## config.mk

```make
export PLATFORM = sky130hd
export DESIGN_NAME = cnt_core
export DESIGN_NICKNAME = d
export VERILOG_FILES = /design/src/hdl/cnt_pkg.sv /design/src/hdl/cnt_core.sv /design/src/hdl/gate_timer.sv
export SDC_FILE = /design/constraint.sdc
export NUM_CORES = 1
export LEC_CHECK = 0
export ABC_AREA = 1
export BUFFER_PORTS_ARGS = -buffer_cell sky130_fd_sc_hd__clkbuf_2
export CAP_MARGIN = 10
export CORE_MARGIN = 2
export CORE_UTILIZATION = 42
export DETAILED_ROUTE_END_ITERATION = 6
export GPL_TIMING_DRIVEN = 0
export PLACE_DENSITY = 0.61
export SYNTH_ARGS = -nofsm -noshare
export SYNTH_HDL_FRONTEND = slang
export SYNTH_SLANG_ARGS = --single-unit
export TNS_END_PERCENT = 50
```

## constraint.sdc

```tcl
create_clock -name pclk -period 2.85 [get_ports pclk]
set_input_delay 0.1425 -clock pclk [delete_from_list [all_inputs] [get_ports pclk]]
set_output_delay 0.1425 -clock pclk [all_outputs]
set_load 0.05 [all_outputs]
```

## src/hdl/cnt_pkg.sv

```systemverilog
package cnt_pkg;

    // apb register byte offsets
    localparam logic [7:0] OFS_OUT0 = 8'h00;
    localparam logic [7:0] OFS_OUT1 = 8'h04;
    localparam logic [7:0] OFS_IN0 = 8'h08;
    localparam logic [7:0] OFS_IN1 = 8'h0c;
    localparam logic [7:0] OFS_STAT = 8'h10;

    // command codes, bits 15..10 of output word zero
    localparam logic [5:0] CMD_READ = 6'h00;
    localparam logic [5:0] CMD_FREQ = 6'h04;
    localparam logic [5:0] CMD_EVENT = 6'h05;
    localparam logic [5:0] CMD_TIME = 6'h06;
    localparam logic [5:0] CMD_PULSE = 6'h07;
    localparam logic [5:0] CMD_STOP = 6'h08;
    localparam logic [5:0] CMD_START = 6'h09;
    localparam logic [5:0] CMD_DEFAULT = 6'h0a;
    localparam logic [5:0] CMD_SYS = 6'h0c;
    localparam logic [5:0] CMD_FWVER = 6'h0f;
    localparam logic [5:0] CMD_PRE_INIT = 6'h10;
    localparam logic [5:0] CMD_PRE_FINAL = 6'h14;

    // field positions
    localparam int CODE_MSB = 15;
    localparam int CODE_LSB = 10;
    localparam int ERR_BIT = 15;
    localparam int GATE_BIT = 9;
    localparam int OUT_BIT = 8;
    localparam int PARAM_MSB = 9;
    localparam int VAL_W = 24;

    // frequency parameter limits
    localparam logic [9:0] FACTOR_MIN = 10'h001;
    localparam logic [9:0] FACTOR_MAX = 10'h3e8;
    localparam logic [9:0] GATE_HIGH = 10'h3fc;
    localparam logic [9:0] GATE_LOW = 10'h3fd;
    localparam logic [9:0] GATE_RISE = 10'h3fe;
    localparam logic [9:0] GATE_FALL = 10'h3ff;

    // reset values
    localparam logic [15:0] WORD_RST = 16'h0000;
    localparam logic [15:0] IN0_RST = 16'h8000;
    localparam logic [23:0] VAL_RST = 24'h000000;
    localparam logic [15:0] FW_VERSION = 16'h0100; // arbitrary value

    // gate time unit: 10 ms at 200 MHz
    localparam int GATE_UNIT_MS = 10;
    localparam int CLK_MHZ = 200;
    localparam int UNIT_CYCLES = GATE_UNIT_MS * 1000 * CLK_MHZ;

    // operating modes
    typedef enum logic [2:0]
    {
        MODE_NONE = 3'b000,
        MODE_FREQ = 3'b001,
        MODE_EVENT = 3'b010,
        MODE_TIME = 3'b011,
        MODE_PULSE = 3'b100
    } mode_t;

endpackage

```

## src/hdl/cnt_core.sv

```systemverilog
`timescale 1ns/1ps
// Overview of operation
// - code bits 15..10 of word zero; 04..07 pick frequency, event, time, pulse.
// - code 08 stops, 09 starts, 0a returns counter to its default value.
// - code 0c is system settings, code 0f reports firmware version.
// - code 10 presets initial value, 14 presets final value, 24 bits each.
// - read counter, code 00, places count results into the input words.
// - frequency measurement begins on the mode command, no start needed.
// - frequency mode ignores output word one.
// - parameter 1..1000 is time gated, 1020..1023 is gate-state controlled.
// - at gate expiry or gate condition the counter returns to initial value.
// - gate time equals factor times 10 ms.
// - factor accepted from one up to one thousand inclusive.
// - 1020 counts while gate high, latches on fall, restarts at next high.
// - 1021 counts while gate low, latches on rise, restarts at next low.
// - 1022 counts from command, latches and clears on every rising gate edge.
// - 1023 counts from command, latches and clears on every falling gate edge.
// - gate condition already true at command starts the first count at once.
// - bit 15 of input word zero flags unconfigured, bad parameter or bad read.
// - other commands echo code and parameters into the input words.
// - after read, 24-bit result over word zero bits 7..0 and word one.
module cnt_core #(
    parameter int UNIT_CYCLES = cnt_pkg::UNIT_CYCLES
) (
    input wire logic pclk,
    input wire logic presetn,
    input wire logic psel,
    input wire logic penable,
    input wire logic pwrite,
    input wire logic [7:0] paddr,
    input wire logic [31:0] pwdata,
    output logic [31:0] prdata,
    output logic pready,
    output logic pslverr,
    input wire logic src_in,
    input wire logic gate_in,
    output logic dout
);

    ////////////////////////////////////////////////////////////////////////
    // state

    typedef struct packed {
        logic [15:0] out0;
        logic [15:0] out1;
        logic [15:0] in0;
        logic [15:0] in1;
        logic [31:0] prdata;
        cnt_pkg::mode_t mode;
        logic [9:0] fparam;
        logic [23:0] init_val;
        logic [23:0] final_val;
        logic [23:0] count;
        logic [23:0] result;
        logic running;
        logic show_count;
        logic err;
        logic configured;
        logic src_s1;
        logic src_s2;
        logic src_s3;
        logic gate_s1;
        logic gate_s2;
        logic gate_s3;
        logic dout;
    } core_t;

    core_t s_r;
    core_t s_nxt;
    logic restart;
    logic time_en;
    logic expire;
    logic wr_acc;
    logic rd_setup;
    logic addr_ok;
    logic src_rise;
    logic gate_rise;
    logic gate_fall;
    logic [5:0] code;
    logic [9:0] par;
    logic par_time;
    logic par_gate;
    logic freq_ok;
    logic wr_cmd;
    logic [31:0] stat_word;

    ////////////////////////////////////////////////////////////////////////
    // bus decode

    // mapped addresses
    always_comb
    begin
        unique case (paddr)
            cnt_pkg::OFS_OUT0,
            cnt_pkg::OFS_OUT1,
            cnt_pkg::OFS_IN0,
            cnt_pkg::OFS_IN1,
            cnt_pkg::OFS_STAT: addr_ok = 1'b1;
            default: addr_ok = 1'b0;
        endcase
    end

    // zero wait states, read data captured in setup
    assign pready = 1'b1;
    assign pslverr = psel & penable & ~addr_ok;
    assign prdata = s_r.prdata;
    assign wr_acc = psel & penable & pwrite;
    assign rd_setup = psel & ~penable & ~pwrite;
    assign dout = s_r.dout;

    // command fields of incoming word zero
    assign code = pwdata[cnt_pkg::CODE_MSB:cnt_pkg::CODE_LSB];
    assign par = pwdata[cnt_pkg::PARAM_MSB:0];
    assign par_time = (par >= cnt_pkg::FACTOR_MIN) && (par <= cnt_pkg::FACTOR_MAX);
    assign par_gate = (par >= cnt_pkg::GATE_HIGH);
    assign freq_ok = par_time || par_gate;

    // synchronised pin edges
    assign src_rise = s_r.src_s2 & ~s_r.src_s3;
    assign gate_rise = s_r.gate_s2 & ~s_r.gate_s3;
    assign gate_fall = ~s_r.gate_s2 & s_r.gate_s3;

    // word zero write carries a command
    assign wr_cmd = wr_acc && (paddr == cnt_pkg::OFS_OUT0);

    // restart the gate timer only on an accepted frequency command
    assign restart = wr_cmd && (code == cnt_pkg::CMD_FREQ)
        && freq_ok;

    // only time-controlled factors run the timer
    assign time_en = (s_r.mode == cnt_pkg::MODE_FREQ) && s_r.running
        && (s_r.fparam <= cnt_pkg::FACTOR_MAX);

    // status word: configured, running, error and mode
    assign stat_word = {24'h000000, 2'h0, s_r.configured, s_r.running, s_r.err,
        s_r.mode};

    ////////////////////////////////////////////////////////////////////////
    // gate time generator

    gate_timer #(
        .UNIT_CYCLES(UNIT_CYCLES)
    ) u_gate_timer (
        .pclk(pclk),
        .presetn(presetn),
        .restart(restart),
        .enable(time_en),
        .factor(s_r.fparam),
        .expire(expire)
    );

    ////////////////////////////////////////////////////////////////////////
    // next state

    always_comb
    begin
        s_nxt = s_r;

        // two-flop pin synchronisers plus an edge stage
        s_nxt.src_s1 = src_in;
        s_nxt.src_s2 = s_r.src_s1;
        s_nxt.src_s3 = s_r.src_s2;
        s_nxt.gate_s1 = gate_in;
        s_nxt.gate_s2 = s_r.gate_s1;
        s_nxt.gate_s3 = s_r.gate_s2;

        // frequency measurement counting
        // source edges count while the gate condition holds
        if (s_r.mode == cnt_pkg::MODE_FREQ && s_r.running)
        begin
            unique case (s_r.fparam)
                cnt_pkg::GATE_HIGH:
                begin
                    if (gate_fall)
                    begin
                        s_nxt.result = s_r.count;
                        s_nxt.count = s_r.init_val;
                    end
                    else if (s_r.gate_s2 && src_rise)
                        s_nxt.count = s_r.count + 24'h000001;
                end
                cnt_pkg::GATE_LOW:
                begin
                    if (gate_rise)
                    begin
                        s_nxt.result = s_r.count;
                        s_nxt.count = s_r.init_val;
                    end
                    else if (!s_r.gate_s2 && src_rise)
                        s_nxt.count = s_r.count + 24'h000001;
                end
                cnt_pkg::GATE_RISE,
                cnt_pkg::GATE_FALL:
                begin
                    if ((s_r.fparam == cnt_pkg::GATE_RISE) ? gate_rise : gate_fall)
                    begin
                        s_nxt.result = s_r.count;
                        s_nxt.count = src_rise ? s_r.init_val + 24'h000001 : s_r.init_val;
                    end
                    else if (src_rise)
                        s_nxt.count = s_r.count + 24'h000001;
                end
                default:
                begin
                    if (expire)
                    begin
                        s_nxt.result = s_r.count;
                        s_nxt.count = src_rise ? s_r.init_val + 24'h000001 : s_r.init_val;
                    end
                    else if (src_rise)
                        s_nxt.count = s_r.count + 24'h000001;
                end
            endcase
        end

        // digital output from the final-value relation
        s_nxt.dout = (s_r.final_val != cnt_pkg::VAL_RST) && (s_r.count >= s_r.final_val);

        // live count results while the read command stands
        if (s_r.show_count)
        begin
            s_nxt.in0 = {cnt_pkg::CMD_READ, s_r.gate_s2, s_r.dout, s_nxt.result[23:16]};
            s_nxt.in1 = s_nxt.result[15:0];
        end

        // register writes; word zero carries the command
        if (wr_acc && paddr == cnt_pkg::OFS_OUT1)
            s_nxt.out1 = pwdata[15:0];
        if (wr_cmd)
        begin
            s_nxt.out0 = pwdata[15:0];
            s_nxt.err = 1'b0;
            s_nxt.show_count = 1'b0;
            s_nxt.in0 = pwdata[15:0];
            s_nxt.in1 = cnt_pkg::WORD_RST;
            // command decode; codes outside the table are refused
            unique case (code)
                cnt_pkg::CMD_READ:
                begin
                    if (s_r.mode == cnt_pkg::MODE_NONE)
                    begin
                        s_nxt.err = 1'b1;
                        s_nxt.in0 = {cnt_pkg::CMD_READ, 10'h000};
                    end
                    else
                    begin
                        s_nxt.show_count = 1'b1;
                        s_nxt.in0 = {cnt_pkg::CMD_READ, s_r.gate_s2, s_r.dout, s_r.result[23:16]};
                        s_nxt.in1 = s_r.result[15:0];
                    end
                end
                cnt_pkg::CMD_FREQ:
                begin
                    if (freq_ok)
                    begin
                        s_nxt.mode = cnt_pkg::MODE_FREQ;
                        s_nxt.fparam = par;
                        s_nxt.running = 1'b1;
                        s_nxt.configured = 1'b1;
                        s_nxt.count = s_r.init_val;
                        s_nxt.result = cnt_pkg::VAL_RST;
                    end
                    else
                    begin
                        s_nxt.err = 1'b1;
                    end
                end
                cnt_pkg::CMD_EVENT,
                cnt_pkg::CMD_TIME,
                cnt_pkg::CMD_PULSE:
                begin
                    // other modes share the decoder only
                    s_nxt.mode = (code == cnt_pkg::CMD_EVENT) ? cnt_pkg::MODE_EVENT :
                        (code == cnt_pkg::CMD_TIME) ? cnt_pkg::MODE_TIME : cnt_pkg::MODE_PULSE;
                    s_nxt.configured = 1'b1;
                    s_nxt.running = 1'b0;
                end
                cnt_pkg::CMD_STOP:
                    s_nxt.running = 1'b0;
                cnt_pkg::CMD_START:
                begin
                    s_nxt.running = 1'b1;
                    s_nxt.err = ~s_r.configured;
                end
                cnt_pkg::CMD_DEFAULT:
                    s_nxt.count = s_r.init_val;
                cnt_pkg::CMD_SYS:
                    s_nxt.in1 = s_r.out1;
                cnt_pkg::CMD_FWVER:
                    s_nxt.in1 = cnt_pkg::FW_VERSION;
                cnt_pkg::CMD_PRE_INIT:
                begin
                    s_nxt.init_val = {pwdata[7:0], s_r.out1};
                    s_nxt.in1 = s_r.out1;
                end
                cnt_pkg::CMD_PRE_FINAL:
                begin
                    s_nxt.final_val = {pwdata[7:0], s_r.out1};
                    s_nxt.in1 = s_r.out1;
                end
                default:
                begin
                    s_nxt.err = 1'b1;
                end
            endcase
            // error flag shares bit 15, whose code bit is always zero
            s_nxt.in0[cnt_pkg::ERR_BIT] = s_nxt.err | ~s_nxt.configured;
        end

        // read data captured in setup phase
        if (rd_setup)
        begin
            unique case (paddr)
                cnt_pkg::OFS_OUT0: s_nxt.prdata = {16'h0000, s_r.out0};
                cnt_pkg::OFS_OUT1: s_nxt.prdata = {16'h0000, s_r.out1};
                cnt_pkg::OFS_IN0: s_nxt.prdata = {16'h0000, s_r.in0};
                cnt_pkg::OFS_IN1: s_nxt.prdata = {16'h0000, s_r.in1};
                cnt_pkg::OFS_STAT: s_nxt.prdata = stat_word;
                default: s_nxt.prdata = 32'h00000000;
            endcase
        end
    end

    ////////////////////////////////////////////////////////////////////////
    // state register

    always_ff @(posedge pclk or negedge presetn)
    begin
        if (!presetn)
        begin
            s_r <= '0;
            s_r.in0 <= cnt_pkg::IN0_RST; // unconfigured flag
        end
        else
        begin
            s_r <= s_nxt;
        end
    end

endmodule

```

## src/hdl/gate_timer.sv

```systemverilog
`timescale 1ns/1ps
// cycle divider to a 10 ms tick, then a tick count up to the factor
module gate_timer #(
    parameter int UNIT_CYCLES = cnt_pkg::UNIT_CYCLES
) (
    input wire logic pclk,
    input wire logic presetn,
    input wire logic restart,
    input wire logic enable,
    input wire logic [9:0] factor,
    output logic expire
);

    typedef struct packed {
        logic [31:0] cyc;
        logic [9:0] ticks;
        logic expire;
    } tmr_t;

    tmr_t s_r;
    tmr_t s_nxt;

    // next-state: divider enable pulse, then gate-time count
    always_comb
    begin
        s_nxt = s_r;
        s_nxt.expire = 1'b0;
        if (restart || !enable)
        begin
            s_nxt.cyc = 32'h00000000;
            s_nxt.ticks = 10'h000;
        end
        else if (s_r.cyc == 32'(UNIT_CYCLES - 1))
        begin
            s_nxt.cyc = 32'h00000000;
            if (s_r.ticks + 10'h001 >= factor)
            begin
                s_nxt.ticks = 10'h000;
                s_nxt.expire = 1'b1;
            end
            else
            begin
                s_nxt.ticks = s_r.ticks + 10'h001;
            end
        end
        else
        begin
            s_nxt.cyc = s_r.cyc + 32'h00000001;
        end
    end

    // state register
    always_ff @(posedge pclk or negedge presetn)
    begin
        if (!presetn)
            s_r <= '0;
        else
            s_r <= s_nxt;
    end

    assign expire = s_r.expire;

endmodule
```

After elaboration in Yosys (flattened, before gate mapping)
Cells that the tools add are included.
{"block": "totals", "register_bits": 259, "out_inout_bits": 35, "elab_cells": 154}
{"block": "classes", "addsub": 4, "magnitude_cmp": 6, "n_eq_ne": 22, "muxes": 47, "bitwise": 17, "reduce_logical": 33}
{"cell": "$mux W24", "n": 13}
{"cell": "$pmux W48 S3", "n": 1}
{"cell": "$mux W32", "n": 3}
{"cell": "$pmux W16 S5", "n": 1}
{"cell": "$mux W52", "n": 1}
{"cell": "$mux W49", "n": 1}
{"cell": "$add A24 B1 Y24 const B", "n": 2}
{"cell": "$mux W48", "n": 1}
{"cell": "$pmux W16 S3", "n": 1}
{"cell": "$pmux W24 S2", "n": 1}
{"cell": "$mux W42", "n": 1}
{"cell": "$eq A10 B10 Y1 const B", "n": 4}
{"cell": "$add A32 B1 Y32 const B", "n": 1}
{"cell": "$eq A32 B21 Y1 const B", "n": 1}
{"cell": "$eq A6 B4 Y1 const B", "n": 5}
{"cell": "$eq A6 B3 Y1 const B", "n": 4}
{"cell": "$ge A24 B24 Y1", "n": 1}
{"cell": "$reduce_bool A24 Y1", "n": 1}
{"cell": "$le A10 B10 Y1 const B", "n": 2}
{"cell": "$mux W10", "n": 2}
{"cell": "$eq A8 B4 Y1 const B", "n": 2}
{"cell": "$mux W16", "n": 1}
{"cell": "$mux W15", "n": 1}
{"cell": "$mux W13", "n": 1}
{"cell": "34 further kinds", "n": 77}

Logic depth before layout (Yosys ltp)
Gate-level depths: netlist of the first run.
{"block": "logic_depth", "ltp_word": 10, "ltp_mapped": 17, "ltp_nobuf": 17}

Cells and area by module
Synthesis of the first run repeated with hierarchy kept, for this count alone.
{"block": "hier_totals", "cells_unflattened": 2634, "area_unflattened_um2": 17242.8}
{"module": "cnt_core", "n_inst": 1, "cells_per_inst": 2206, "area_per_inst_um2": 14341.3, "seq_area_each_um2": 5006.1}
{"module": "gate_timer", "n_inst": 1, "cells_per_inst": 428, "area_per_inst_um2": 2901.5, "seq_area_each_um2": 1076.0}

Worst setup path before layout of the first run
No wires, ideal clock.
{"block": "synth_path", "path_kind": "input-to-output", "from": "in paddr[1]", "to": "out pslverr", "arrival_time_ns": 2.908, "slack_ns": -0.201, "stages": 5, "path_buffers": 0, "path_cell_list": "nor2_1 > nor3b_1 > nand2_1 > inv_1 > a2111oi_0"}
{"block": "synth_between", "elab_chain_len": 5, "word_cells_on_any_way": 9}
{"item": "start: declaration", "line_no": "cnt_core.sv:30", "text": "input wire logic [7:0] paddr,"}
{"item": "$eq A8 B3 Y1 (tied with other cells)", "line_no": "cnt_core.sv:93", "text": "unique case (paddr)"}
{"item": "$reduce_or A5 Y1 *", "line_no": "cnt_core.sv:93"}
{"item": "$mux W1 *", "line_no": "cnt_core.sv:93"}
{"item": "$not A1 Y1 *", "line_no": "cnt_core.sv:105", "text": "assign pslverr = psel & penable & ~addr_ok;"}
{"item": "$and A1 B1 Y1 *", "line_no": "cnt_core.sv:105"}
{"item": "end: declaration", "line_no": "cnt_core.sv:34", "text": "output logic pslverr,"}
Mark *: on every way between the ends. The rest lies on a longest branch, timed or not.

Worst setup path in the final report of the first run
{"block": "layout_path", "from": "reg u_gate_timer.s_r[1] in the netlist's numbering", "to": "reg u_gate_timer.s_r[10] in the netlist's numbering"}
{"block": "layout_between", "elab_chain_len": 5}
{"item": "start: declaration", "line_no": "gate_timer.sv:20", "text": "tmr_t s_r;"}
{"item": "start signal: assignment", "line_no": "gate_timer.sv:58", "text": "s_r <= s_nxt;"}
{"item": "$add A10 B1 Y10 *", "line_no": "gate_timer.sv:36, gate_timer.sv:43"}
{"item": "$ge A10 B10 Y1", "line_no": "gate_timer.sv:36", "text": "if (s_r.ticks + 10'h001 >= factor)"}
{"item": "$mux W10 *", "line_no": "gate_timer.sv:36"}
{"item": "$mux W11 *", "line_no": "gate_timer.sv:33", "text": "else if (s_r.cyc == 32'(UNIT_CYCLES - 1))"}
{"item": "$mux W42 *", "line_no": "gate_timer.sv:28", "text": "if (restart || !enable)"}
Mark *: on every way between the ends. The rest lies on a longest branch, timed or not. The select of a mux whose other input is x is not followed.
A chain may end at the register's enable or synchronous reset.

==> results.yml, run 1 <==
critical_path:
  cpPeakStageDelay_ps: 470
  arrival_ps: 3250
  slowest_stage: "dfrtp_2"
  cp_num_buf_inv: 2
  start_kind: "register"
  path_cells: "ha_4 > nand3_2 > nor3_2 > nand2_1 > xor2_2 > inv_2 > ha_4 > nand2_2 > nor2_1 > o211ai_1 > o2111ai_2 > a31oi_4 > buf_6 > nand3_4 > o21ai_1"
  cp-end-kind: "register"
  crit_family: "simple AND/OR/NAND/NOR gates"
  cp.required_ps: 3340
  cpMostUsedCell: "ha_4"
  crit_type: "register to register"
  reg2reg_slack_ps: 80
  critPathMaxFanout: 6
timing:
  max_freq_mhz: 361.5
  fin_worst_skew_ps: 17.75
  setup_viol: 0
  hold_viol: 0
  min_period_ps: 2766
  slew_headroom: 0.1818
  finalMaxSlewViolations: 0
  period_share: 0.9706
  worstMarginPinSlew_ps: 1218
  rsz0062_at_grt: "true"
drt:
  vias: 17790
  first_pass_iters: 6
  drt_iter0_drc: 1964
  vias_per_cell: 5.688
  ant_nets: 0
  wire_per_inst_um: 21.93
  wirelength_um: 68610
  post-route-drc-count: 0
placed_design:
  placedInstanceArea_um2: 17910
  gp_congestion: 1.004
  numPortBuffers: 48
  placedCellCount: 3048
  dp_hpwl_um: 51510
synthesis:
  synth_edf_count: 0
  synth_top_area_share: 0.3587
  avgSynthCellArea_um2: 6.871
  syn-instance-count: 2457
  ys_seq_area_frac: 0.3603
  yosys_warnings: 0
  synthArstFlopShare: 1.000
  synthDistinctLibCells: 53
  synthTopCellsByArea: "dfrtp_1 36%, nand2_1 17%, inv_1 6.0%"
  synth_flop_cell: "dfrtp_1"
  synth_area_um2: 16880
  yosys.area.top_type: "dfrtp_1"
  synth_seq_cells: 243
global_routing:
  use_met1: 0.4596
  grt_overflow: 0
  grt_use_met3: 0.04321
  grt_pass1_vias: 16760
  gr-usage-met2: 0.5085
  antenna_found_initial: 0
  grt_max_degree: 112
  track_usage: 0.3292
  grt_pass1_wl_um: 103600
  grt.busiest_layer: "met2"
clock_network:
  path_clk_slew_ps: 60
  insertion_delay_ps: 580
  cts_buffer_depth: 3
  cts_buffers: 30
  root_buffer: "clkbuf_16"
  h-tree-depth: 1
  cts_tree: "built"
  cts.sinks: 243
power_and_ir_drop:
  seqPwrFrac: 0.421
  p_int_mw: 6.241
  leakagePower_nw: 8.943
  p_sw_mw: 2.105
  pwr-share-comb: 0.077
  power_frac_clock: 0.501
  irDropWorstVdd_mv: 0.4634
  swShare: 0.2522
  power.density_nw_per_um2: 429.3
die:
  die_h_um: 204.5
  core-area_um2: 39730
  start_util: 0.4249
  num_io_pins: 82
  fp-row-count: 73
  dieArea_um2: 41810
  dieWidth_um: 204.5
finish:
  drive_gt1_frac: 0.1033
  final_cells: 3128
  fillers: 4015
  nets: 2665
  final_cell_mix: "754 x nand2_1, 271 x inv_1, 239 x dfrtp_1"
  diodes: 0
  final_common_cell: "nand2_1"
  finalInstanceArea_um2: 19440
  syn2layout_area_growth_pct: 15.16
  final_core_util: 0.4893
run_status:
  status: "finished clean"
hold_path:
  hold_path_class: "input port to register"
flow_run:
  max_cap_viol_count: 0
path summary, 6_finish.rpt:
kind / from / end / cells after the start
setup reg to reg: u_gate_timer.s_r[1] / u_gate_timer.s_r[10] / 15
min in group asynchronous: presetn / s_r[4] / 2
hold reg to reg: s_nxt[2] / s_nxt[1] / 0
hold / removal: pwrite / prdata[1] / 3
max in group asynchronous: presetn / u_gate_timer.s_r[1] / 3
setup / recovery: u_gate_timer.s_r[1] / u_gate_timer.s_r[10] / 15
routing by layer:
layer / wire length [um] / vias up
met4: 3284 / 0
met5: 0 / -
met3: 5310 / 178
met2: 30290 / 821
met1: 29730 / 8468
li1: - / 8324
synth_stat cells (38+ instances only):
library cell / number
o211ai_1: 41
nand3_1: 120
nor2_1: 188
dfrtp_1: 242
nand2_1: 756
nand4_1: 71
o21ai_0: 202
nor3_1: 41
a21oi_1: 60
inv_1: 272
buf_4: 40
ha_1: 38
clkbuf_1: 80
area by class of cell:
type                       count  area, um^2  share of cell area
clock inverter                13       198.9             0.01023
buffer                       157       852.1             0.04383
sequential                   243        6086              0.3131
multi-input combinational   1784        9130              0.4697
timing repair buffer          77       558.0             0.02871
clock buffer                  42       877.1             0.04512
tap                          525       656.9             0.03379
inverter                     287        1081             0.05561
power groups by stage:
| stage | Combinational, mW | Clock, mW | Sequential (mW) |
|---|---|---|---|
| 2_1_floorplan | 0.350 | 0 | 3.57 |
| 3_3_place_gp | 0.602 | 0 | 3.58 |
| 3_5_place_dp | 0.614 | 0 | 3.58 |
| 4_1_cts | 0.638 | 4.22 | 3.51 |
| 5_1_grt | 0.694 | 4.38 | 3.52 |
| 6_report | 0.646 | 4.18 | 3.52 |
stage by stage:
stage	setup TNS, ps	setup slack [ps]	hold slack (ps)	power [mW]
after floorplan	0	446.9	-153.1	3.916
after global placement	-888210	-3693	250.5	4.180
after detailed placement	-1690	-267.7	210.2	4.190
after CTS	0	6.797	50.99	8.373
after global routing	-494.1	-81.31	62.15	8.588
final	0	83.86	50.60	8.346
tightest hold or removal path: cells and delay by family:
kind,cells,cell delay (ps)
AOI/OAI and AO/OA,1,180
and+or+nand+nor,1,170
buffers and inverters,1,90
state kept, by name, summed over array words and instances, names as in the netlist:
| name | cells |
|---|---|
| u_gate_timer.expire | 1 |
| s_r | 179 |
| prdata | 16 |
| s_nxt | 4 |
| dout | 1 |
| u_gate_timer.s_r | 42 |
what timing repair did:
item | in CTS | in global routing
pin swaps | 0 | 9
hold buffers | 20 | 0
buffers inserted | 0 | 6
resized for setup | 8 | 53
endpoints found under the hold margin | 97 | 0
setup endpoints to repair | 16 | 46
kinds of logic (layout without fill, tap and decap cells):
family                   Yosys count  in the layout  synth area share
other                              2             17         0.0004449
AND/OR/NAND/NOR                 1233           1233            0.3081
XOR/XNOR                          49             49           0.02542
buffers and inverters            445            576            0.1141
multiplexers                       2              2          0.001186
flip-flops                       243            243            0.3603
adder cells (fa/ha/maj)           38             38           0.02817
AO/OA/AOI/OAI                    445            445            0.1622
No activity file was read; power rests on OpenSTA's default activity.
==> run 2: changes to the inputs <==
clock period = 3.19 ns   (was 2.85 ns; I/O delays follow)
==> run 2 against run 1 <==
Against the previous run:
- count of clock-buffer cells in the layout is 5 lower
- combinational power is 13% lower
- global-route usage is 0.44 points lower
- non-clock buffer count is 6 lower
- core utilization is 0.79 points lower
- clock skew is 2.7 ps higher
- clock power is 14% lower
- final cell count is 0.26% lower
- via count is 1.0% lower
- power is 12% lower
- maximum frequency is 8.1% lower
- critical endpoint is now s_r[40]
- largest cell class unchanged
==> results.yml, run 2 (same netlist as run 1, synthesis figures left out) <==
clock_network:
  cts.sinks: 243
  path_clk_slew_ps: 60
  root_buffer: "clkbuf_16"
  cts_buffers: 29
  cts_buffer_depth: 3
  h-tree-depth: 1
  insertion_delay_ps: 580
  cts_tree: "built"
critical_path:
  cp.required_ps: 3670
  reg2regPathDepth: 10
  critPathMaxFanout: 10
  crit_type: "register to register"
  cp-end-kind: "register"
  arrival_ps: 3490
  start_kind: "register"
global_routing:
  grt_overflow: 0
  grt_use_met3: 0.03938
  gr-usage-met2: 0.5171
  track_usage: 0.3248
  grt.busiest_layer: "met2"
  grt_pass1_vias: 16700
  antenna_found_initial: 0
  grt_pass1_wl_um: 102400
  use_met1: 0.4502
  grt_max_degree: 108
die:
  start_util: 0.4249
  fp-row-count: 73
  die_h_um: 204.5
  num_io_pins: 82
  core-area_um2: 39730
  dieArea_um2: 41810
  dieWidth_um: 204.5
drt:
  vias: 17610
  vias_per_cell: 5.643
  first_pass_iters: 6
  ant_nets: 0
  post-route-drc-count: 0
  drt_iter0_drc: 1929
  wire_per_inst_um: 21.62
  wirelength_um: 67450
placed_design:
  gp_congestion: 1.003
  numPortBuffers: 48
  placedCellCount: 3048
  placedInstanceArea_um2: 17900
  dp_hpwl_um: 51450
timing:
  setup_viol: 0
  max_freq_mhz: 332.1
  slew_headroom: 0.1154
  hold_viol: 0
  min_period_ps: 3011
  period_share: 0.9439
  finalMaxSlewViolations: 0
  worstMarginPinSlew_ps: 1317
  whs_ps: 9.335
  fin_worst_skew_ps: 20.49
power_and_ir_drop:
  irDropWorstVdd_mv: 0.4165
  leakagePower_nw: 8.870
  power.density_nw_per_um2: 382.4
  finalPower_mw: 7.315
finish:
  final_core_util: 0.4814
  drive_gt1_frac: 0.08748
  final_common_cell: "nand2_1"
  diodes: 0
  finalInstanceArea_um2: 19130
  regMostFlops: "s_r"
  nets: 2658
  largest_register_ffs: 179
  syn2layout_area_growth_pct: 13.30
  final_cell_mix: "756 x nand2_1, 272 x inv_1, 242 x dfrtp_1"
  final_cells: 3120
run_status:
  status: "finished clean"
hold_path:
  min_path_cells: 3
  hold_path_class: "input port to register"
flow_run:
  max_cap_viol_count: 0
-- run 2: cell types whose count changed in the layout (fill, tap and decap cells not counted), moves of 4 or more --
| cell | before | now |
|---|---|---|
| nor2_1 | 179 | 187 |
| clkbuf_2 | 56 | 49 |
| clkbuf_1 | 78 | 83 |
| nor2_2 | 12 | 7 |
| dlygate4sd3_1 | 20 | 16 |
| nand3_1 | 115 | 119 |
| o21ai_0 | 198 | 202 |
-- run 2: cell type report --
type / count / area [um^2]
fill: 4033 / 20600
multi-input combinational: 1784 / 8949
sequential: 243 / 6082
inverter: 287 / 1080
buffer: 158 / 847.1
clock buffer: 37 / 805.8
tap: 525 / 656.9
timing repair buffer: 70 / 491.7
clock inverter: 16 / 215.2
-- run 2: path summary, 6_finish.rpt --
kind | slack, ps | startpoint | endpoint
max | 180 | s_nxt[1] | s_r[40]
min | 9 | pwdata[13] | s_r[213]
max reg2reg | 180 | s_nxt[1] | s_r[40]
min reg2reg | 340 | s_nxt[2] | s_nxt[1]
max in group asynchronous | 1750 | presetn | prdata[11]
min in group asynchronous | 70 | presetn | s_r[99]
-- run 2: timing repair --
item | in CTS | in global routing
hold buffers | 16 | 0
setup buffers | 0 | 3
resized for setup | 0 | 4
endpoints found under the hold margin | 68 | 0
setup endpoints to repair | 0 | 8
-- run 2: stage by stage --
| step | TNS [ps] | setup WS [ps] |
|---|---|---|
| floorplan | 0 | 105.1 |
| global placement | -796340 | -3346 |
| detailed placement | 0 | 210.5 |
| CTS | 0 | 189.8 |
| global route | -21.02 | -21.02 |
| finish | 0 | 178.9 |
-- run 2: metal layers --
metal  share of wire  wire length (um)
met3           0.072              4844
met2            0.45             30280
met5               0                 0
met4           0.044              2939
met1            0.44             29390
-- run 2: power breakdown --
part	leakage, nW	switching (mW)	internal (mW)	total (mW)
sequential	3.04	0.0254	3.12	3.14
combinational	5.32	0.421	0.144	0.565
clock	0.508	1.43	2.18	3.61
total	8.87	1.87	5.44	7.31
-- run 2: worst max-delay path, cell delays in order, from the launching register on --
cell and delay [ps]:
dfrtp_1 580, inv_2 110, nor2_4 390, inv_2 240, nor2_1 230, nor2_4 100, o21ai_0 750, nand2_1 120
o221ai_1 120, nor2_1 70, o21ai_0 200
==> run 3: changes to the inputs <==
CORE_MARGIN = 3   (was 2)
SKIP_LAST_GASP = 1   (was unset)
==> run 3 against run 2 <==
Against the previous run:
- first-iteration DRC count is 1.4% higher
- clock skew rose by 9.3 ps
- clock power shrank 6.4%
- maximum frequency fell by 1.6%
- die area up 2.0%
- power is 3.1% lower
- largest power group unchanged
- highest routed layer unchanged
- non-clock buffer count unchanged
- core utilization up 0.48 points
- largest cell class unchanged
==> results.yml, run 3 (same netlist as run 1, synthesis figures left out) <==
run_status:
  status: "finished clean"
timing:
  max_freq_mhz: 326.8
  worstMarginPinSlew_ps: 1098
  hold_viol: 0
  fin_worst_skew_ps: 29.75
  fin_ws_ps: 129.9
  setup_tns_ps: 0
  slew_headroom: 0.2681
  finalMaxSlewViolations: 0
  whs_ps: 18.95
  period_share: 0.9593
  min_period_ps: 3060
  rsz0062_at_grt: "false"
  setup_viol: 0
die:
  start_util: 0.4308
  dieWidth_um: 206.5
  dieArea_um2: 42630
  fp-row-count: 72
  die_h_um: 206.5
  num_io_pins: 82
  core-area_um2: 39190
global_routing:
  grt_pass1_vias: 16430
  grt_pass1_wl_um: 102000
  track_usage: 0.3170
  grt_overflow: 0
  grt_max_degree: 111
  antenna_found_initial: 0
hold_path:
  hold_path_class: "input port to register"
  min_path_cells: 3
drt:
  post-route-drc-count: 0
  wire_per_inst_um: 21.90
  vias: 17640
  wirelength_um: 68100
  ant_nets: 0
  vias_per_cell: 5.673
  first_pass_iters: 5
  drt_iter0_drc: 1956
finish:
  syn2layout_area_growth_pct: 12.86
  largest_register_ffs: 179
  fillers: 4031
  final_cells: 3109
  final_common_cell: "nand2_1"
  final_core_util: 0.4862
  regMostFlops: "s_r"
  final_cell_mix: "755 x nand2_1, 272 x inv_1, 241 x dfrtp_1"
  nets: 2658
  drive_gt1_frac: 0.08607
  diodes: 0
  finalInstanceArea_um2: 19050
power_and_ir_drop:
  irDropWorstVdd_mv: 0.4898
  leakagePower_nw: 8.819
  finalPower_mw: 7.088
  power.density_nw_per_um2: 372.0
flow_run:
  max_cap_viol_count: 0
clock_network:
  root_buffer: "clkbuf_16"
  cts.sinks: 243
  h-tree-depth: 1
  insertion_delay_ps: 570
  cts_tree: "built"
  cts_setup_buffers: 0
  cts_buffers: 29
  path_clk_slew_ps: 60
  cts_buffer_depth: 3
placed_design:
  dp_hpwl_um: 52150
  numPortBuffers: 48
  gp_congestion: 0.9913
  pre_cts_slack_ps: 188.8
  placedInstanceArea_um2: 17900
  placedCellCount: 3041
critical_path:
  reg2regPathDepth: 13
  cp-end-kind: "register"
  crit_type: "register to register"
  critPathMaxFanout: 10
  arrival_ps: 3550
  start_kind: "register"
  cp.required_ps: 3680
-- run 3: cell count changes in the layout (fill, tap and decap cells not counted), sizes merged --
cell and change:
clkbuf +4, dlygate4sd3 +2, buf -2, clkinv -5
clkinvlp +1, inv -1, bufinv -3
-- run 3: final timing paths --
check | start | end | slack [ps]
setup reg to reg | s_nxt[1] | s_r[52] | 130
hold / removal | pwdata[11] | s_r[195] | 20
hold reg to reg | s_nxt[2] | s_nxt[1] | 350
setup / recovery | s_nxt[1] | s_r[52] | 130
min in group asynchronous | presetn | s_r[49] | 130
max in group asynchronous | presetn | u_gate_timer.s_r[1] | 1650
-- run 3: cell type report --
type | instances | area (um^2) | area share
Clock inverter | 8 | 102.6 | 0.005385
Inverter | 287 | 1080 | 0.05668
Multi-Input combinational cell | 1784 | 8956 | 0.4701
Timing Repair Buffer | 70 | 494.2 | 0.02594
Sequential cell | 243 | 6083 | 0.3193
Buffer | 158 | 847.1 | 0.04446
Tap cell | 518 | 648.1 | 0.03402
Clock buffer | 41 | 840.8 | 0.04413
-- run 3: per-layer routing --
layer / up-vias / GRT usage / routed length (um) / part of all wire
li1: 8318 / - / - / -
met1: 8402 / 0.4459 / 29700 / 0.44
met3: 149 / 0.03701 / 5244 / 0.077
met2: 769 / 0.5008 / 30280 / 0.44
met4: 0 / 0.1215 / 2866 / 0.042
met5: - / 0 / 0 / 0
-- run 3: what timing repair did --
item	CTS	global route
hold buffers	16	2
gates resized for setup	0	9
hold endpoints to repair	75	1
endpoints found under the setup margin	0	9
-- run 3: worst max-delay path, stage by stage, from the launching register on --
cell     delay [ps]
dfrtp_1         610
inv_2           110
nor2_4          430
inv_2           240
nor2_1          240
nor2_4          100
nor2_4          240
buf_2           430
nand3_1         150
nand4_1         110
nand2_1         120
nand2_1          80
nand2_1          60
nand2_1          50
-- run 3: power breakdown --
part	internal (mW)	leakage [nW]	switching [mW]
clock	1.98	0.459	1.40
combinational	0.146	5.32	0.424
sequential	3.12	3.04	0.0256
